--- src/hdl/flsr_pkg.sv ---
// Shared constants and types of the flash status and reset control block.
package flsr_pkg;
  localparam int CLK_HZ = 10_000_000;
  localparam int CLK_PERIOD_NS = 1_000_000_000 / CLK_HZ;
  // Busy durations; longest times, so the cycle counts round down.
  localparam int STWR_TIME_NS = 5_000;
  localparam int PROG_TIME_NS = 10_000;
  localparam int ERASE_TIME_NS = 1_000_000;
  localparam int STWR_CYC = (STWR_TIME_NS / CLK_PERIOD_NS < 1) ? 1 : STWR_TIME_NS / CLK_PERIOD_NS;
  localparam int PROG_CYC = (PROG_TIME_NS / CLK_PERIOD_NS < 1) ? 1 : PROG_TIME_NS / CLK_PERIOD_NS;
  localparam int ERASE_CYC = ERASE_TIME_NS / CLK_PERIOD_NS;
  localparam int TMR_W = 24;
  // Opcodes.
  localparam logic [7:0] OPC_IDLE = 8'h00;
  localparam logic [7:0] OPC_RST_ARM = 8'h66;
  localparam logic [7:0] OPC_RST = 8'h99;
  localparam logic [7:0] OPC_ID_READ = 8'h90;
  localparam logic [7:0] OPC_STWR = 8'h01;
  localparam logic [7:0] OPC_PROG = 8'h02;
  localparam logic [7:0] OPC_WRDI = 8'h04;
  localparam logic [7:0] OPC_RDSR = 8'h05;
  localparam logic [7:0] OPC_WR_ON = 8'h06;
  localparam logic [7:0] OPC_SECT = 8'h20;
  localparam logic [7:0] OPC_QPP = 8'h38;
  localparam logic [7:0] OPC_HBE = 8'h52;
  localparam logic [7:0] OPC_CE = 8'h60;
  localparam logic [7:0] OPC_BLK = 8'hD8;
  // Status register layout.
  localparam int ST_BUSY = 0;
  localparam int ST_LATCH = 1;
  localparam int ST_BP_LO = 2;
  localparam int ST_BP_HI = 5;
  localparam int ST_QUAD = 6;
  localparam int ST_SWD = 7;
  localparam logic [7:0] STATUS_RESET = 8'h00;
  // Identification bytes; values are arbitrary.
  localparam logic [7:0] MFR_ID = 8'hA5;
  localparam logic [7:0] DEV_ID = 8'h3C;
  localparam logic [7:0] ID_ADDR_DEV_FIRST = 8'h01;
  localparam int ID_ADDR_BYTE = 3;
  // Protection granularity: 64 KB blocks, 256 of them.
  localparam int BLK_LO = 16;
  localparam int BLK_W = 8;
  localparam int ADDR_BYTES_3 = 3;
  localparam int ADDR_BYTES_4 = 4;
  typedef enum logic [2:0] {
    OP_NONE = 3'b000,
    OP_PROG = 3'b001,
    OP_SECT = 3'b010,
    OP_HBE = 3'b011,
    OP_BLK = 3'b100,
    OP_CE = 3'b101,
    OP_STWR = 3'b110
  } flsr_op_t;
endpackage

--- src/hdl/flsr_top.sv ---
// Status register, write protection and two-step memory reset of a serial flash.
//
// Behaviour
// - Reset memory acts only when reset-enable was the command just before it.
// - Any other command between reset-enable and reset memory cancels the reset.
// - Identification read: address 00h gives maker code first, 01h device code.
// - Field lengths count link clocks; address grows to four bytes in 4-byte mode.
// - Busy flag is 1 during program, erase or status write, else 0.
// - Write-enable command sets the write-enable latch.
// - Program and erase are ignored while the write-enable latch is 0.
// - Write-enable latch clears when a program or erase finishes.
// - Program or erase on a protected area is dropped and clears the latch.
// - Four protect-level bits, set only by status write, guard program and erase.
// - Chip erase runs only when all protect-level bits are 0.
// - Quad-enable 0 ignores quad commands; upper lanes are write-protect and spare.
// - Quad-enable 1 accepts all commands and makes upper pins data lanes.
// - Quad-enable 1 disables the high-performance mode.
// - Hardware protection needs the write-disable bit set and write-protect low.
// - Hardware protection refuses status write; disable and protect bits read-only.
`timescale 1ns/10ps
module flsr_top
  import flsr_pkg::*;
#(
  parameter int P_ERASE_CYCLES = ERASE_CYC
) (
  // Clock and reset
  input wire logic i_clk,
  input wire logic i_rst_n,
  // Serial link pins
  input wire logic i_cs_n,
  input wire logic i_sclk,
  input wire logic i_si,
  input wire logic i_wp_n_lane2,
  output logic o_so,
  output logic o_so_oe,
  // Address width chosen by the configuration logic
  input wire logic i_addr_4byte,
  // Status and mode
  output logic [7:0] o_status,
  output logic o_lane23_data,
  output logic o_fast_mode_off,
  // Array operation request
  output logic o_op_start,
  output flsr_op_t o_op_kind,
  output logic [31:0] o_op_addr,
  output logic o_mem_reset
);
  typedef enum logic [2:0] {
    FS_IDLE = 3'b000,
    FS_CMD = 3'b001,
    FS_BODY = 3'b010
  } flsr_state_t;

  // A block is protected when it lies in the top 2**(level-1) blocks.
  function automatic logic prot_hit(input logic [3:0] level, input logic [BLK_W-1:0] blk);
    logic [BLK_W:0] first;
    first = '0;
    if (level == 4'h0) begin
      prot_hit = 1'b0;
    end else if (level > 4'h8) begin
      prot_hit = 1'b1;
    end else begin
      first = (BLK_W+1)'(1 << BLK_W) - (BLK_W+1)'(1 << (level - 4'h1));
      prot_hit = {1'b0, blk} >= first;
    end
  endfunction

  logic rst_meta_r;
  logic rst_n_s;
  logic cs_n_s;
  logic sclk_s;
  logic si_s;
  logic wp_n_s;
  logic sclk_prev_r;
  logic cs_prev_r;
  logic rise;
  logic fall;
  logic frame_end;
  flsr_state_t state_r;
  logic [6:0] shift_r;
  logic [2:0] bit_cnt_r;
  logic [2:0] byte_cnt_r;
  logic [7:0] opcode_r;
  logic [31:0] addr_r;
  logic [7:0] data0_r;
  logic byte_done;
  logic [7:0] byte_val;
  logic [7:0] cur_op;
  logic [2:0] naddr;
  logic [7:0] out_shift_r;
  logic id_dev_r;
  logic latch_r;
  logic [3:0] bp_r;
  logic quad_r;
  logic swd_r;
  logic arm_r;
  logic [7:0] write_status_command_pend_r;
  flsr_op_t run_kind_r;
  logic busy;
  logic done;
  logic hw_prot;
  logic [7:0] status_now;
  logic tmr_start;
  logic [TMR_W-1:0] tmr_cycles;
  logic do_reset;
  flsr_op_t exec_kind;
  logic exec_drop;

  // The reset is released through two flops so every flop leaves reset together.
  always_ff @(posedge i_clk or negedge i_rst_n) begin
    if (!i_rst_n) begin
      rst_meta_r <= 1'b0;
      rst_n_s <= 1'b0;
    end else begin
      rst_meta_r <= 1'b1;
      rst_n_s <= rst_meta_r;
    end
  end

  flsr_sync #(
    .W(4)
  ) u_sync (
    .i_clk(i_clk),
    .i_rst_n(rst_n_s),
    .i_d({i_cs_n, i_sclk, i_si, i_wp_n_lane2}),
    .o_q({cs_n_s, sclk_s, si_s, wp_n_s})
  );

  always_ff @(posedge i_clk or negedge rst_n_s) begin
    if (!rst_n_s) begin
      sclk_prev_r <= 1'b0;
      cs_prev_r <= 1'b1;
    end else begin
      sclk_prev_r <= sclk_s;
      cs_prev_r <= cs_n_s;
    end
  end

  assign rise = sclk_s & ~sclk_prev_r & ~cs_n_s;
  assign fall = ~sclk_s & sclk_prev_r & ~cs_n_s;
  assign frame_end = cs_n_s & ~cs_prev_r;
  assign byte_done = rise && (bit_cnt_r == 3'd7);
  assign byte_val = {shift_r, si_s};
  assign cur_op = (byte_cnt_r == 3'd0) ? byte_val : opcode_r;
  assign naddr = i_addr_4byte ? 3'(ADDR_BYTES_4) : 3'(ADDR_BYTES_3);
  // The write-protect function of lane two exists only while quad mode is off.
  assign hw_prot = swd_r & ~wp_n_s & ~quad_r;
  // Busy stays up through the finishing cycle so it drops together with the latch.
  assign status_now = {swd_r, quad_r, bp_r, latch_r, busy | done};

  // Frame state and bit assembly.
  always_ff @(posedge i_clk or negedge rst_n_s) begin
    if (!rst_n_s) begin
      state_r <= FS_IDLE;
      shift_r <= '0;
      bit_cnt_r <= '0;
      byte_cnt_r <= '0;
    end else begin
      if (cs_n_s) begin
        state_r <= FS_IDLE;
        bit_cnt_r <= '0;
        byte_cnt_r <= '0;
      end else begin
        case (state_r)
          FS_IDLE: begin
            state_r <= FS_CMD;
          end
          FS_CMD: begin
            if (byte_done) begin
              state_r <= FS_BODY;
            end
          end
          FS_BODY: begin
            state_r <= FS_BODY;
          end
          default: begin
            state_r <= FS_IDLE;
          end
        endcase
        if (rise) begin
          shift_r <= byte_val[6:0];
          bit_cnt_r <= bit_cnt_r + 3'd1;
        end
        if (byte_done && byte_cnt_r != 3'd7) begin
          byte_cnt_r <= byte_cnt_r + 3'd1;
        end
      end
    end
  end

  // Opcode, address and first data byte of the frame.
  always_ff @(posedge i_clk or negedge rst_n_s) begin
    if (!rst_n_s) begin
      opcode_r <= OPC_IDLE;
      addr_r <= '0;
      data0_r <= '0;
    end else if (byte_done) begin
      if (byte_cnt_r == 3'd0) begin
        opcode_r <= byte_val;
      end else if (byte_cnt_r == 3'd1) begin
        // The first address byte clears what an earlier frame left behind.
        addr_r <= {24'h000000, byte_val};
      end else if (byte_cnt_r <= naddr) begin
        addr_r <= {addr_r[23:0], byte_val};
      end
      if (byte_cnt_r == 3'd1) begin
        data0_r <= byte_val;
      end
    end
  end

  // Serial output: status repeats for a status read, identification bytes alternate.
  always_ff @(posedge i_clk or negedge rst_n_s) begin
    if (!rst_n_s) begin
      out_shift_r <= '0;
      id_dev_r <= 1'b0;
      o_so <= 1'b0;
      o_so_oe <= 1'b0;
    end else begin
      if (cs_n_s) begin
        o_so_oe <= 1'b0;
      end else if (byte_done) begin
        if (cur_op == OPC_RDSR) begin
          out_shift_r <= status_now;
          o_so_oe <= 1'b1;
        end else if (cur_op == OPC_ID_READ && byte_cnt_r >= 3'(ID_ADDR_BYTE)) begin
          if (byte_cnt_r == 3'(ID_ADDR_BYTE)) begin
            out_shift_r <= (byte_val == ID_ADDR_DEV_FIRST) ? DEV_ID : MFR_ID;
            id_dev_r <= (byte_val == ID_ADDR_DEV_FIRST);
          end else begin
            out_shift_r <= id_dev_r ? MFR_ID : DEV_ID;
            id_dev_r <= ~id_dev_r;
          end
          o_so_oe <= 1'b1;
        end
      end else if (fall && o_so_oe) begin
        o_so <= out_shift_r[7];
        out_shift_r <= {out_shift_r[6:0], 1'b0};
      end
    end
  end

  // Decide at the end of a whole-byte frame what the command does.
  always_comb begin
    exec_kind = OP_NONE;
    exec_drop = 1'b0;
    do_reset = 1'b0;
    tmr_cycles = TMR_W'(PROG_CYC);
    if (frame_end && bit_cnt_r == 3'd0 && byte_cnt_r != 3'd0) begin
      case (opcode_r)
        OPC_RST: begin
          do_reset = arm_r && byte_cnt_r == 3'd1;
        end
        OPC_STWR: begin
          if (!busy && latch_r && !hw_prot && byte_cnt_r >= 3'd2) begin
            exec_kind = OP_STWR;
            tmr_cycles = TMR_W'(STWR_CYC);
          end
        end
        OPC_PROG, OPC_QPP: begin
          if (!busy && latch_r && byte_cnt_r >= naddr + 3'd2
              && (opcode_r == OPC_PROG || quad_r)) begin
            exec_kind = OP_PROG;
            exec_drop = prot_hit(bp_r, addr_r[BLK_LO +: BLK_W]);
          end
        end
        OPC_SECT, OPC_HBE, OPC_BLK: begin
          if (!busy && latch_r && byte_cnt_r == naddr + 3'd1) begin
            exec_kind = (opcode_r == OPC_SECT) ? OP_SECT : (opcode_r == OPC_HBE) ? OP_HBE : OP_BLK;
            exec_drop = prot_hit(bp_r, addr_r[BLK_LO +: BLK_W]);
            tmr_cycles = TMR_W'(P_ERASE_CYCLES);
          end
        end
        OPC_CE: begin
          if (!busy && latch_r && byte_cnt_r == 3'd1) begin
            exec_kind = OP_CE;
            exec_drop = (bp_r != 4'h0);
            tmr_cycles = TMR_W'(P_ERASE_CYCLES);
          end
        end
        default: begin
          exec_kind = OP_NONE;
        end
      endcase
    end
  end

  assign tmr_start = (exec_kind != OP_NONE) && !exec_drop;

  flsr_busy_timer u_timer (
    .i_clk(i_clk),
    .i_rst_n(rst_n_s),
    .i_start(tmr_start),
    .i_cycles(tmr_cycles),
    .i_abort(do_reset),
    .o_busy(busy),
    .o_done(done)
  );

  // Reset-enable arming: only a reset memory directly after it may use it.
  always_ff @(posedge i_clk or negedge rst_n_s) begin
    if (!rst_n_s) begin
      arm_r <= 1'b0;
    end else if (frame_end && byte_cnt_r != 3'd0) begin
      arm_r <= (opcode_r == OPC_RST_ARM) && bit_cnt_r == 3'd0 && byte_cnt_r == 3'd1;
    end
  end

  // Write-enable latch; a finishing cycle clears it.
  always_ff @(posedge i_clk or negedge rst_n_s) begin
    if (!rst_n_s) begin
      latch_r <= 1'b0;
    end else if (do_reset) begin
      latch_r <= 1'b0;
    end else if (done) begin
      latch_r <= 1'b0;
    end else if (exec_drop) begin
      latch_r <= 1'b0;
    end else if (frame_end && bit_cnt_r == 3'd0 && byte_cnt_r == 3'd1 && !busy) begin
      if (opcode_r == OPC_WR_ON) begin
        latch_r <= 1'b1;
      end else if (opcode_r == OPC_WRDI) begin
        latch_r <= 1'b0;
      end
    end
  end

  // Non-volatile bits change only when a status write cycle completes.
  always_ff @(posedge i_clk or negedge rst_n_s) begin
    if (!rst_n_s) begin
      write_status_command_pend_r <= STATUS_RESET;
      run_kind_r <= OP_NONE;
      bp_r <= STATUS_RESET[ST_BP_HI:ST_BP_LO];
      quad_r <= STATUS_RESET[ST_QUAD];
      swd_r <= STATUS_RESET[ST_SWD];
    end else begin
      if (tmr_start) begin
        run_kind_r <= exec_kind;
        write_status_command_pend_r <= data0_r;
      end
      if (do_reset) begin
        run_kind_r <= OP_NONE;
      end else if (done && run_kind_r == OP_STWR) begin
        bp_r <= write_status_command_pend_r[ST_BP_HI:ST_BP_LO];
        quad_r <= write_status_command_pend_r[ST_QUAD];
        swd_r <= write_status_command_pend_r[ST_SWD];
        run_kind_r <= OP_NONE;
      end else if (done) begin
        run_kind_r <= OP_NONE;
      end
    end
  end

  // Registered outputs.
  always_ff @(posedge i_clk or negedge rst_n_s) begin
    if (!rst_n_s) begin
      o_status <= STATUS_RESET;
      o_lane23_data <= 1'b0;
      o_fast_mode_off <= 1'b0;
      o_op_start <= 1'b0;
      o_op_kind <= OP_NONE;
      o_op_addr <= '0;
      o_mem_reset <= 1'b0;
    end else begin
      o_status <= status_now;
      o_lane23_data <= quad_r;
      o_fast_mode_off <= quad_r;
      o_op_start <= tmr_start && exec_kind != OP_STWR;
      o_mem_reset <= do_reset;
      if (tmr_start) begin
        o_op_kind <= exec_kind;
        o_op_addr <= addr_r;
      end
    end
  end
endmodule

--- src/hdl/flsr_sync.sv ---
// Two-flop synchroniser for a group of independent levels.
`timescale 1ns/10ps
module flsr_sync #(
  parameter int W = 1
) (
  // Clock and reset
  input wire logic i_clk,
  input wire logic i_rst_n,
  // Data
  input wire logic [W-1:0] i_d,
  output logic [W-1:0] o_q
);
  logic [W-1:0] meta_r;

  always_ff @(posedge i_clk or negedge i_rst_n) begin
    if (!i_rst_n) begin
      meta_r <= '0;
      o_q <= '0;
    end else begin
      meta_r <= i_d;
      o_q <= meta_r;
    end
  end
endmodule

--- src/hdl/flsr_busy_timer.sv ---
// Down-counter that holds busy for the length of an internal write cycle.
`timescale 1ns/10ps
module flsr_busy_timer
  import flsr_pkg::*;
(
  // Clock and reset
  input wire logic i_clk,
  input wire logic i_rst_n,
  // Control
  input wire logic i_start,
  input wire logic [TMR_W-1:0] i_cycles,
  input wire logic i_abort,
  // Status
  output logic o_busy,
  output logic o_done
);
  logic [TMR_W-1:0] cnt_r;

  always_ff @(posedge i_clk or negedge i_rst_n) begin
    if (!i_rst_n) begin
      cnt_r <= '0;
      o_busy <= 1'b0;
      o_done <= 1'b0;
    end else begin
      o_done <= 1'b0;
      if (i_abort) begin
        cnt_r <= '0;
        o_busy <= 1'b0;
      end else if (i_start && !o_busy) begin
        cnt_r <= i_cycles;
        o_busy <= 1'b1;
      end else if (o_busy) begin
        if (cnt_r <= TMR_W'(1)) begin
          o_busy <= 1'b0;
          o_done <= 1'b1;
        end
        cnt_r <= cnt_r - TMR_W'(1);
      end
    end
  end
endmodule

--- config.mk ---
export PLATFORM = sky130hd
export DESIGN_NAME = flsr_top
export DESIGN_NICKNAME = d
export VERILOG_FILES = /design/src/hdl/flsr_pkg.sv /design/src/hdl/flsr_top.sv /design/src/hdl/flsr_sync.sv /design/src/hdl/flsr_busy_timer.sv
export SDC_FILE = /design/constraint.sdc
export NUM_CORES = 1
export LEC_CHECK = 0
export ABC_AREA = 1
export BUFFER_PORTS_ARGS = -buffer_cell sky130_fd_sc_hd__buf_2
export CORE_UTILIZATION = 45
export CTS_BUF_LIST = sky130_fd_sc_hd__clkbuf_8
export CTS_CLUSTER_SIZE = 14
export DETAILED_ROUTE_END_ITERATION = 8
export GPL_TIMING_DRIVEN = 0
export PLACE_DENSITY_LB_ADDON = 0.15
export SETUP_SLACK_MARGIN = 0.5
export SYNTH_ARGS = -nofsm -noshare
export SYNTH_HDL_FRONTEND = slang
export SYNTH_SLANG_ARGS = --single-unit
--- constraint.sdc ---
create_clock -name i_clk -period 5.5 [get_ports i_clk]
set_clock_uncertainty 0.1 [all_clocks]
set_input_delay 1.65 -clock i_clk [delete_from_list [all_inputs] [get_ports i_clk]]
set_output_delay 1.65 -clock i_clk [all_outputs]
set_load 0.1 [all_outputs]
# Word level (Yosys, flattened, before mapping)

Cells that the tools add are included.

Flip-flop bits (word level): 175
Bits of input ports: 7
Output and inout bits: 49

Add/subtract/negate cells: 7
Order comparisons: 7
Eq/ne operators: 22
Shifts and indexed selects: 1
Multiplexer cells: 63
Bitwise operators: 19
Reduce and logical (&&, ||, !) cells: 54

Operator list:

| cell                                                                               | count |
|---|---|
| 24-bit two-way mux                                                                 | 3 |
| 32-bit two-way mux                                                                 | 2 |
| 8-bit two-way mux                                                                  | 8 |
| 3-bit two-way mux                                                                  | 15 |
| 14-bit two-way mux                                                                 | 3 |
| 14-bit one-hot mux with 3 select lines                                             | 1 |
| 1-bit two-way mux                                                                  | 28 |
| 8-bit by 3-bit == test with 1-bit output (second input constant)                   | 3 |
| 8-bit by 7-bit == test with 1-bit output (second input constant)                   | 3 |
| 8-bit == test (second input constant)                                              | 3 |
| 24-bit by 1-bit less-or-equal comparator with 1-bit output (second input constant) | 1 |
| 24-bit by 1-bit subtractor with 24-bit output (second input constant)              | 1 |
| 1-bit logical AND                                                                  | 23 |
| 8-bit by 1-bit == test with 1-bit output (second input constant)                   | 2 |
| 8-bit by 6-bit == test with 1-bit output (second input constant)                   | 2 |
| 3-bit one-hot mux with 4 select lines                                              | 1 |
| 3-bit nonzero test                                                                 | 4 |
| 4-bit nonzero test                                                                 | 3 |
| 1-bit inverter                                                                     | 11 |
| 2-bit AND reduction                                                                | 5 |
| 2-bit nonzero test                                                                 | 5 |
| 3-bit by 1-bit adder with 3-bit output (second input constant)                     | 3 |
| 8-bit by 9-bit greater-or-equal comparator with 1-bit output                       | 1 |
| 3-bit AND reduction                                                                | 3 |
| other kinds (27)                                                                   | 39 |

# Longest topological paths before layout

Gate-level depths: netlist of the first run.

Depth in word-level cells: 15
Mapped depth: 26

# Modules after synthesis

A second synthesis of the first run with hierarchy kept.

Cell total of the unflattened synthesis: 1088
Area, all modules: 8592.0 µm²

Modules (own cells, without submodules):

| module          | times used | cells an instance | area an instance (µm²) | seq. area each (µm²) |
|---|---|---|---|---|
| flsr_top        | 1          | 776               | 6472.5                 | 3404.5 |
| flsr_busy_timer | 1          | 304               | 1919.3                 | 650.6 |
| flsr_sync       | 1          | 8                 | 200.2                  | 200.2 |

# Worst setup path after synthesis of the first run

No wires, ideal clock.

Kind: input port to flip-flop
From: in i_addr_4byte
To: reg o_op_addr[28]
Arrival: 3.260 ns
Data required time: 5.278 ns
Slack: 2.018 ns
Stages: 16
Cell sequence: inv_1 ha_1 inv_1 nand2_1 nor2_1 nand3_1 nand2_1 inv_1 nand2_1 nand3_1 nand3_4 nand2_8 buf_8 buf_6 nand2_1 o21ai_2

Word-level cells in the longest chain between the ends: 10
Elaborated cells between the ends (all ways): 19
Classes of those cells: add/sub: 2; order compare: 1; eq/ne: 1; mux: 9; reduce/logical: 6

Ends and longest elaborated chain:

| what                                                                                                  | line            | text |
|---|---|---|
| from (decl)                                                                                           | flsr_top.sv:37  | `input wire logic i_addr_4byte,` |
| 3-bit two-way mux (*)                                                                                 | flsr_top.sv:145 | `assign naddr = i_addr_4byte ? 3'(ADDR_BYTES_4) : 3'(ADDR_BYTES_3);` |
| 3-bit by 2-bit adder with 3-bit output                                                                | flsr_top.sv:261 | `if (!busy && latch_r && byte_cnt_r >= naddr + 3'd2` |
| 3-bit greater-or-equal comparator                                                                     | flsr_top.sv:261 |  |
| 1-bit logical AND                                                                                     | flsr_top.sv:261 |  |
| 1-bit logical AND                                                                                     | flsr_top.sv:262 | `&& (opcode_r == OPC_PROG \|\| quad_r)) begin` |
| 1-bit two-way mux                                                                                     | flsr_top.sv:261 |  |
| 3-bit one-hot mux with 4 select lines / 1-bit one-hot mux with 3 select lines (equally long branches) | flsr_top.sv:250 | `case (opcode_r)` |
| 3-bit two-way mux / 1-bit two-way mux (equally long branches)                                         | flsr_top.sv:249 | `if (frame_end && bit_cnt_r == 3'd0 && byte_cnt_r != 3'd0) begin` |
| 3-bit nonzero test / 1-bit logical NOT (equally long branches)                                        | flsr_top.sv:288 | `assign tmr_start = (exec_kind != OP_NONE) && !exec_drop;` |
| 1-bit logical AND (*)                                                                                 | flsr_top.sv:288 |  |
| to (signal assigned)                                                                                  | flsr_top.sv:372 | `o_op_addr <= addr_r;` |
| to (decl)                                                                                             | flsr_top.sv:45  | `output logic [31:0] o_op_addr,` |

Mark *: on every way between the ends. The rest lies on a longest branch, timed or not.
A chain may end at the register's enable or synchronous reset.

# Worst setup path in the final report of the first run

From: reg bp_r[3]
To: reg o_op_addr[16]

Word-level cells in the longest chain between the ends: 11
Elaborated cells between the ends (all ways): 16
Classes of those cells: add/sub: 2; order compare: 2; shift: 1; mux: 7; reduce/logical: 4

Ends and longest elaborated chain:

| what                                                         | line                             | text |
|---|---|---|
| from (decl)                                                  | flsr_top.sv:93                   | `logic [3:0] bp_r;` |
| from (signal assigned)                                       | flsr_top.sv:333                  | `bp_r <= STATUS_RESET[ST_BP_HI:ST_BP_LO];` |
| from (signal assigned)                                       | flsr_top.sv:344                  | `bp_r <= write_status_command_pend_r[ST_BP_HI:ST_BP_LO];` |
| 4-bit by 1-bit subtractor with 4-bit output                  | flsr_top.sv:63                   | `first = (BLK_W+1)'(1 << BLK_W) - (BLK_W+1)'(1 << (level - 4'h1));` |
| 1-bit by 4-bit left shift with 9-bit output                  | flsr_top.sv:63                   |  |
| 9-bit subtractor                                             | flsr_top.sv:63                   |  |
| 8-bit by 9-bit greater-or-equal comparator with 1-bit output | flsr_top.sv:64                   | `prot_hit = {1'b0, blk} >= first;` |
| 1-bit two-way mux                                            | flsr_top.sv:60                   | `end else if (level > 4'h8) begin` |
| 1-bit two-way mux                                            | flsr_top.sv:58                   | `if (level == 4'h0) begin` |
| 1-bit two-way mux, on equally long branches                  | flsr_top.sv:268, flsr_top.sv:261 |  |
| 1-bit one-hot mux with 3 select lines (*)                    | flsr_top.sv:250                  |  |
| 1-bit two-way mux (*)                                        | flsr_top.sv:249                  |  |
| 1-bit logical NOT (*)                                        | flsr_top.sv:288                  |  |
| 1-bit logical AND (*)                                        | flsr_top.sv:288                  |  |

Marked as above.

==> results of run 1 <==
==> cells in the final DEF, fill, tap and decap left out, drive strengths merged, types with 3 or more instances in the layout <==
| master | n |
|---|---|
| a21oi | 20 |
| buf | 77 |
| clkbuf | 28 |
| clkinv | 4 |
| dfrtp | 169 |
| ha | 24 |
| inv | 138 |
| nand2 | 253 |
| nand3 | 65 |
| nand4 | 22 |
| nor2 | 83 |
| nor3 | 5 |
| nor4 | 6 |
| o211ai | 3 |
| o21ai | 128 |
| o22ai | 7 |
| o32ai | 3 |
| xnor2 | 4 |
| xor2 | 8 |
==> metal layers <==
metal  share of wire  vias to the layer above  global-route usage  wire length (µm)
li1                -                     3299                   -                 -
met1            0.48                     3112               0.299              9120
met2            0.47                      119               0.343              8930
met3           0.033                       29              0.0438               623
met4           0.023                        0              0.0791               437
met5               0                        -                   0                 0
==> critical path, stage by stage (launching register included) <==
cell	delay [ns]
dfrtp_1	0.45
inv_2	0.18
nand2_2	0.10
nor2_1	0.14
inv_1	0.06
ha_1	0.17
inv_1	0.10
nor2_2	0.05
o21ai_1	0.15
a32oi_1	0.16
ha_1	0.32
nand2_1	0.07
nor2_1	0.14
nand2_1	0.07
nand3_1	0.06
nand2_1	0.05
nand2_1	0.05
nand2_1	0.04
nand2_1	0.05
nand2_1	0.07
nand2_1	0.10
nand2_4	0.11
nand2_8	0.12
clkbuf_1	0.38
o21ai_0	0.14
==> report_power, final <==
part	total [µW]	internal [µW]	switching, µW
Clock	915	384	531
Combinational	146	40.7	106
Sequential	1290	1270	20.0
Total	2350	1690	657
==> registers in the layout, summed over array words and instances, names as in the netlist, 4 cells and up <==
register	cells
u_sync.meta_r	4
o_op_addr	32
bp_r	4
data0_r	6
out_shift_r	8
write_status_command_pend_r	6
o_status	8
u_sync.o_q	4
opcode_r	8
shift_r	7
u_timer.cnt_r	24
addr_r	32
==> logic make-up after synthesis <==
group / synth area share
DFF: 0.513
AOI/OAI and AO/OA: 0.111
adders and majority gates: 0.0362
and+or+nand+nor: 0.241
other: 0.000452
xor gates and xnor gates: 0.0127
muxes: 0.00121
buffers and inverters: 0.0836
==> worst max-delay path by stage <==
stage                             from             to  slack (ns)
after global routing           bp_r[3]  o_op_addr[17]        1.45
after detailed placement  i_addr_4byte  o_op_addr[16]        1.52
after CTS                      bp_r[3]  o_op_addr[16]        1.81
after global placement         rst_n_s  o_op_addr[27]        1.35
final                          bp_r[3]  o_op_addr[16]        1.91
after floorplan           i_addr_4byte  o_op_addr[28]        2.02
==> cell type report <==
type                       instances  area, µm²  area share
inverter                         129        487      0.0521
buffer                            30        206      0.0221
timing repair buffer              58        358      0.0383
sequential                       170       4260       0.456
clock inverter                    15        174      0.0186
multi-input combinational        644       3340       0.357
clock buffer                      17        234      0.0250
tap                              229        287      0.0307
==> per-stage QoR <==
stage / setup slack [ns] / utilization
after global routing: 1.45 / 0.518
after detailed placement: 1.52 / 0.496
after floorplan: 2.02 / -
after global placement: 1.35 / 0.491
final: 1.91 / 0.518
after CTS: 1.81 / 0.518
==> results by group, run 1 <==
Drt
  • Residual DRC count: 0
  • Antenna viol nets, final: 0
  • Drt first-iter violations: 505
  • Wire per inst: 14.8 µm
  • 1st-pass router iterations: 7
  • Vias per inst: 5.08
  • Drt total wl: 19100 µm
  • Via count: 6559

Outcome
  • Status: finished, final reports clean

Pwr
  • Total power: 2350 µW
  • Pwr per Cell Area: 251 mW/mm²
  • Worst vdd ir: 0.174 mV
  • Leak pwr: 0.00492 µW

STA
  • Slew HR: 0.635
  • Worst-margin pin slew: 0.541 ns
  • Setup Viol. Count Final: 0
  • Fin. max-slew vios: 0
  • Part of the cycle the worst path needs: 0.652
  • RSZ-0062 raised after global routing: false
  • Highest Clock Rate: 279 MHz
  • Final Hold Vio Count: 0
  • Fin crit period: 3.59 ns
  • Setup tns final: 0 ns
  • Hold slack final: 0.196 ns

Synthesis
  • Synth Register Bits: 170
  • Post-synth cell types: 49
  • Main synth FF type: dfrtp_1
  • Most frequent cell after synthesis: nand2_1
  • Post-synth EDFFs: 0
  • Fraction of registers with async set/reset: 1.00
  • Synth Area per Inst: 8.52 µm²
  • Top cell type's share of synthesized area: 0.510
  • Mapped cell area: 0.00829 mm²
  • Post-synthesis sequential area ratio: 0.513
  • Synth Warn #: 0
  • Synth area leaders: dfrtp_1, nand2_1, o21ai_0
  • Syn nets: 1004
  • Synthesized instance count: 973
  • Post-synth top cells: nand2_1, dfrtp_1, inv_1, o21ai_0, nor2_1
  • Leading area contributor after synthesis: dfrtp_1

Setup path
  • Worst reg2reg path endpoint: o_op_addr[16]
  • Worst Setup End Kind: flop
  • CP Data Arrival Time: 3.83 ns
  • Worst EP required: 5.74 ns
  • Crit path launch type: flop
  • R2r worst-path depth: 24
  • WS Path Type: flop to flop
  • Setup slack, reg-to-reg: 1.91 ns
  • Worst R2R Start: bp_r[3]
  • Critical Path Fanout Max: 10

Floorplan
  • Initial Util: 0.460
  • Rows: 49
  • Area of the core: 0.0180 mm²
  • Die W: 138 µm
  • Die Ht: 138 µm
  • I/O pins: 56
  • Die ar.: 0.0190 mm²

Clocking
  • Clock sink count: 170
  • H-tree depth: 4
  • Post-cts sizing count: 0
  • Num CTS Buffers: 17
  • Clk root buf: clkbuf_8
  • CTS Buffer Depth: 2
  • CTS tree: built
  • # hold bufs at CTS: 0
  • Post-CTS Setup Bufs: 0
  • Clk pin slew, worst setup/hold paths: 0.10 ns
  • Clk_lat worst skew: 0.48 ns

Cells and area
  • Nets: 1081
  • Fillers: 1756
  • Non-Filler Instances: 1292
  • Synth-to-layout area growth: 12.7%
  • Final Cell Area: 0.00935 mm²
  • Diodes inserted: 0
  • Fraction of layout cells with a size suffix above 1: 0.165

Placed design
  • Port Buffer Count: 55
  • Post-DP HPWL: 14200 µm
  • Post-DP Area: 0.00894 mm²
  • Placed instance count: 1260
  • Routability cong.: 0.847

Global routing
  • Initial antenna violation count: 0
  • Pin count of the biggest net entering global routing: 50
  • Global-route wire length before repair: 31300 µm
  • GRT Total Usage: 0.219
  • Grt ovf: 0
  • Vias in the first global route: 6048

Worst hold path
  • Hold/Removal Path Class: flop to async pin

Run
  • Max-Cap Viols: 0
No activity file was read; power rests on OpenSTA's default activity.
==> run 2: changes to the inputs <==
- clock period: 5.5 -> 3.1 ns (I/O delays scaled with it)
==> run 2 against run 1 <==
Effect of this change: the flow now finishes with violations (setup timing); first-iteration DRC count decreased by 6.1%; via count is 3.6% higher; largest cell class unchanged; sequential power rose by 78%; cell area grew 8.3%; fmax is 16% higher.
==> results by group, run 2 (synthesis results as in run 1) <==
Cells and area
  • Most common cell after layout, fill and taps aside: nand2_1
  • Commonest non-fill, non-tap cells in the layout: nand2_1, dfrtp_1, inv_1
  • Fraction of layout cells with a size suffix above 1: 0.257
  • Fin util: 0.562
  • Multi-input gate area: 0.00366 mm²
  • Non-Filler Instances: 1329
  • Synth-to-layout area growth: 22.1%
  • Nets: 1118
  • Fillers: 1637
  • Reg area: 0.00426 mm²
  • Top Registers: addr_r: 32 flops, o_op_addr: 32 flops, u_timer.cnt_r: 24 flops
  • Diodes inserted: 0

Drt
  • Drt first-iter violations: 474
  • Residual DRC count: 0
  • Antenna viol nets, final: 0
  • 1st-pass router iterations: 5
  • Via count: 6797
  • Vias per inst: 5.11
  • Drt total wl: 20000 µm
  • Wire per inst: 15.1 µm

STA
  • Fin crit period: 3.10 ns
  • Fin. max-slew vios: 0
  • Setup Viol. Count Final: 1
  • Slew HR: 0.533
  • RSZ-0062 raised after global routing: true
  • Final Hold Vio Count: 0
  • Part of the cycle the worst path needs: 1.00
  • Final worst slack: -0.00313 ns
  • Setup tns final: -0.00313 ns
  • Highest Clock Rate: 322 MHz
  • Worst-margin pin slew: 0.700 ns

Pwr
  • Leak pwr: 0.00537 µW
  • Worst vdd ir: 0.377 mV
  • Pwr per Cell Area: 409 mW/mm²

Setup path
  • Critical Path Fanout Max: 7
  • CP Data Arrival Time: 3.36 ns
  • Critical path buffers and inverters: 6
  • Worst Setup End Kind: flop
  • Crit path launch type: flop
  • Worst EP required: 3.36 ns
  • Crit-path most repeated cell: nand2_1
  • Critical Path Slowest Stage Cell: dfrtp_2
  • CP peak stage delay: 0.44 ns
  • Crit-path leading delay family: simple AND/OR/NAND/NOR gates
  • WS Path Type: flop to flop

Clocking
  • CTS Buffer Depth: 2
  • Clk pin slew, worst setup/hold paths: 0.10 ns
  • Clk_lat worst skew: 0.46 ns
  • # hold bufs at CTS: 0
  • Clock sink count: 170
  • Clk root buf: clkbuf_8
  • CTS tree: built
  • Num CTS Buffers: 17
  • H-tree depth: 4

Global routing
  • Pin count of the biggest net entering global routing: 63
  • GRT Total Usage: 0.221
  • Grt ovf: 0
  • Global-route wire length before repair: 31900 µm
  • Initial antenna violation count: 0
  • Vias in the first global route: 6319

Floorplan
  • I/O pins: 56
  • Area of the core: 0.0180 mm²
  • Die Ht: 138 µm
  • Die ar.: 0.0190 mm²
  • Die W: 138 µm
  • Initial Util: 0.460
  • Rows: 49

Placed design
  • Post-DP HPWL: 14000 µm
  • Routability cong.: 0.828
  • Port Buffer Count: 55
  • Pre-CTS setup slack: -0.346 ns
  • Placed instance count: 1259

Run
  • Max-Cap Viols: 0

Worst hold path
  • Hold/Removal Path Class: input pin to async pin

Outcome
  • Failing checks: setup timing
  • Status: complete, but fails checks
run 2: worst register-to-register path, cell delays in order, from the launching register on:
cell,delay (ns)
dfrtp_2,0.44
inv_4,0.07
nand2_4,0.06
nor2_4,0.11
inv_2,0.05
ha_4,0.16
inv_4,0.08
nor2_4,0.04
o21ai_2,0.07
a32oi_2,0.14
ha_1,0.33
nand2_2,0.08
nor2_2,0.10
nand2_1,0.07
nand3_1,0.07
nand2_1,0.05
nand2_1,0.05
nand2_1,0.05
nand2_1,0.06
nand2_2,0.07
nand2_2,0.08
nand2_4,0.09
nand2_8,0.12
buf_12,0.13
clkinv_8,0.07
buf_12,0.15
nand2_4,0.07
nand2_2,0.05
run 2: routing by layer:
layer  up-vias  track usage  wire length [µm]  part of all wire
met2       107        0.355              9670              0.48
met5         -            0                 0                 0
met1      3283        0.304              9550              0.48
li1       3394            -                 -                 -
met4         0       0.0586               208             0.010
met3        13       0.0460               585             0.029
run 2: cell type report:
class	instances	area share
Inverter	129	0.0501
Sequential cell	170	0.421
Timing Repair Buffer	94	0.0703
Clock inverter	13	0.0127
Buffer	30	0.0303
Clock buffer	19	0.0258
Multi-Input combinational cell	645	0.361
Tap cell	229	0.0283
run 2: final timing paths:
check / slack, ns / depth (start not counted) / start / endpoint
max: -0.003 / 27 / bp_r[3] / o_op_addr[3]
min: 0.14 / 1 / i_rst_n / rst_n_s
max reg2reg: -0.003 / 27 / bp_r[3] / o_op_addr[3]
min reg2reg: 0.26 / 0 / u_sync.meta_r[1] / u_sync.o_q[1]
max in group asynchronous: 1.56 / 2 / rst_n_s / addr_r[15]
min in group i_clk: 0.26 / 0 / u_sync.meta_r[1] / u_sync.o_q[1]
run 2: what timing repair did:
item | 4_1_cts | 5_1_grt
endpoints found under the setup margin | 79 | 102
gates resized for setup | 66 | 69
cloned | 4 | 1
setup buffers | 20 | 13
pin swaps | 12 | 28
run 2: where the power goes:
group          switching, µW  total (µW)  internal (µW)
Sequential              40.3        2290           2250
Clock                    883        1590            702
Combinational            187         265           78.1
run 2: through the flow:
step / power [µW] / hold WS [ns] / area (µm²)
finish: 4140 / 0.139 / 10100
global placement: 2570 / 0.234 / 8890
floorplan: 2490 / 0.231 / 8330
global route: 4320 / 0.0989 / 10100
detailed placement: 2590 / 0.237 / 8950
CTS: 4170 / 0.113 / 9780
==> run 3: changes to the inputs <==
- ABC_AREA: 1 -> not set
==> run 3 against run 2 <==
Effect of this change: the flow still finishes with violations (setup timing); core utilization grew 1.0 points; register-to-register slack got worse by 0.39 ns; first-iteration DRC count decreased by 9.3%; setup slack got worse by 0.39 ns; sequential share of layout area rose by 0.66 points; cell count fell by 18%; combinational power decreased by 34%.
==> results by group, run 3 <==
Synthesis
  • Fraction of registers with async set/reset: 1.00
  • Leading area contributor after synthesis: dfrtp_1
  • Synth area leaders: dfrtp_1, mux2_2, mux2_1
  • Post-synth EDFFs: 0
  • Mapped cell area: 0.00808 mm²
  • Synth Register Bits: 170
  • Main synth FF type: dfrtp_1
  • Post-synth top cells: dfrtp_1, nand2_1, nor2_1
  • Post-synth cell types: 71
  • Synth Area per Inst: 10.8 µm²
  • Synthesized instance count: 749
  • Syn nets: 780
  • Most frequent cell after synthesis: dfrtp_1
  • Top cell type's share of synthesized area: 0.524
  • Synth Warn #: 0
  • Post-synthesis sequential area ratio: 0.527

Clocking
  • Clk pin slew, worst setup/hold paths: 0.09 ns
  • CTS Buffer Depth: 2
  • Clock sink count: 170
  • Num CTS Buffers: 17
  • CTS tree: built
  • H-tree depth: 4
  • Clk_lat worst skew: 0.47 ns
  • Clk root buf: clkbuf_8

Drt
  • Drt first-iter violations: 430
  • 1st-pass router iterations: 5
  • Via count: 6031
  • Drt total wl: 19400 µm
  • Residual DRC count: 0
  • Antenna viol nets, final: 0
  • Wire per inst: 17.8 µm
  • Vias per inst: 5.52

Placed design
  • Placed instance count: 1031
  • Port Buffer Count: 55
  • Post-DP HPWL: 13200 µm
  • Routability cong.: 0.858

Setup path
  • CP Data Arrival Time: 3.75 ns
  • Crit path launch type: flop
  • Crit-path leading delay family: compound AO/OA/AOI/OAI gates
  • CP peak stage delay: 0.40 ns
  • Critical Path Fanout Max: 8
  • Worst R2R Start: bp_r[2]
  • WS Path Type: flop to flop
  • Worst reg2reg path endpoint: o_op_addr[3]
  • Critical Path Slowest Stage Cell: dfrtp_1
  • Critical path destination: o_op_addr[3]
  • Setup slack, reg-to-reg: -0.39 ns
  • R2r worst-path depth: 17
  • Crit path launch: bp_r[2]
  • CP Cell Sequence: clkbuf_8, nor2_4, nand3_2, ha_4, nor2_1, nand2_1, o21ai_2, ha_1, and4_1, o21ai_1, o211ai_1, a21oi_2, maj3_2, o211ai_4, buf_12, clkbuf_16, mux2_4
  • Worst Setup End Kind: flop
  • Cell depth of the worst setup path: 17
  • Worst EP required: 3.35 ns
  • Critical path buffers and inverters: 3

Floorplan
  • Initial Util: 0.464
  • Area of the core: 0.0174 mm²
  • Die W: 136 µm
  • I/O pins: 56
  • Rows: 48
  • Die ar.: 0.0185 mm²
  • Die Ht: 136 µm

Cells and area
  • Commonest non-fill, non-tap cells in the layout: dfrtp_1, nand2_1, buf_2
  • Synth-to-layout area growth: 23.4%
  • Top Registers: addr_r: 32 flops, o_op_addr: 32 flops, u_timer.cnt_r: 24 flops
  • Diodes inserted: 0
  • Fillers: 1517
  • Nets: 887
  • Fraction of layout cells with a size suffix above 1: 0.344
  • Non-Filler Instances: 1093
  • Most common cell after layout, fill and taps aside: dfrtp_1

STA
  • Hold slack final: 0.131 ns
  • RSZ-0062 raised after global routing: true
  • Highest Clock Rate: 286 MHz
  • Final worst slack: -0.395 ns
  • Worst-margin pin slew: 0.769 ns
  • Final Hold Vio Count: 0
  • Setup Viol. Count Final: 71
  • Slew HR: 0.487
  • Setup tns final: -21.69 ns
  • Part of the cycle the worst path needs: 1.13
  • Fin. max-slew vios: 0
  • Fin crit period: 3.49 ns

Outcome
  • Failing checks: setup timing
  • Status: complete, but fails checks

Pwr
  • Leak pwr: 0.00478 µW
  • Total power: 4070 µW
  • Worst vdd ir: 0.271 mV
  • Pwr per Cell Area: 409 mW/mm²

Run
  • Max-Cap Viols: 0

Global routing
  • Vias in the first global route: 5985
  • Grt ovf: 0
  • GRT Total Usage: 0.223
  • Pin count of the biggest net entering global routing: 72
  • Initial antenna violation count: 0
  • Global-route wire length before repair: 31700 µm

Worst hold path
  • Hold/Removal Path Class: input pin to async pin
## run 3: cell count changes after synthesis, sizes merged, moves of 11 or more
cell    delta
clkbuf    +11
nand4     -17
nor2      -29
nand3     -39
o21ai     -80
nor3      +20
mux2      +81
nand2    -151
nand2b    +11
inv      -107
## run 3: what timing repair did
action | in CTS | in global routing
setup endpoints to repair | 122 | 107
cloned | 3 | 2
gates resized for setup | 89 | 47
pin swaps | 23 | 30
hold buffers | 0 | 0
setup buffers | 18 | 8
## run 3: worst min-delay path by stage
stage / start / endpoint / slack [ns] / depth (start not counted)
finish: i_rst_n / rst_n_s / 0.13 / 1
global route: i_rst_n / rst_n_s / 0.09 / 1
floorplan: rst_meta_r / rst_n_s / 0.23 / 0
detailed placement: u_sync.meta_r[3] / u_sync.o_q[3] / 0.24 / 0
global placement: u_sync.meta_r[1] / u_sync.o_q[1] / 0.23 / 0
CTS: i_rst_n / rst_n_s / 0.11 / 1
## run 3: stage by stage
step	worst slack, ns	utilization	area, µm²
finish	-0.395	0.572	9960
detailed placement	-0.640	0.506	8810
global route	-0.559	0.572	9960
floorplan	-0.143	-	8200
global placement	-0.648	0.503	8750
CTS	-0.392	0.557	9700
## run 3: cell type report
cell class	count	area (µm²)	area share
multi-input cells	522	4000	0.402
well taps	225	282	0.0283
clock inverters	14	148	0.0148
inverters	22	87.6	0.00879
plain buffers	35	293	0.0294
repair buffers	88	657	0.0659
flip-flops and latches	170	4260	0.428
clock buffers	17	234	0.0235
## run 3: kinds of logic after synthesis
kind of cell | count (synthesis) | synth area share
AO/OA/AOI/OAI | 126 | 0.100
adder cells (fa/ha/maj) | 25 | 0.0386
buffers and inverters | 57 | 0.0316
multiplexers | 88 | 0.122
flip-flops | 170 | 0.527
XOR/XNOR | 10 | 0.0108
AND/OR/NAND/NOR | 272 | 0.170
other | 1 | 0.000464
## run 3: where the power goes
part	switching, µW	internal (µW)	total (µW)	leakage, µW
registers	85.9	2260	2350	0.00223
logic	103	72.6	175	0.00235
clock network	833	716	1550	0.000198
total	1020	3050	4070	0.00478
## run 3: routing by layer
metal	vias to the layer above	GRT usage	wire length (µm)
met5	-	0	0
met4	0	0.0753	247
met3	25	0.0403	678
met2	136	0.351	9340
met1	3006	0.312	9180
li1	2864	-	-
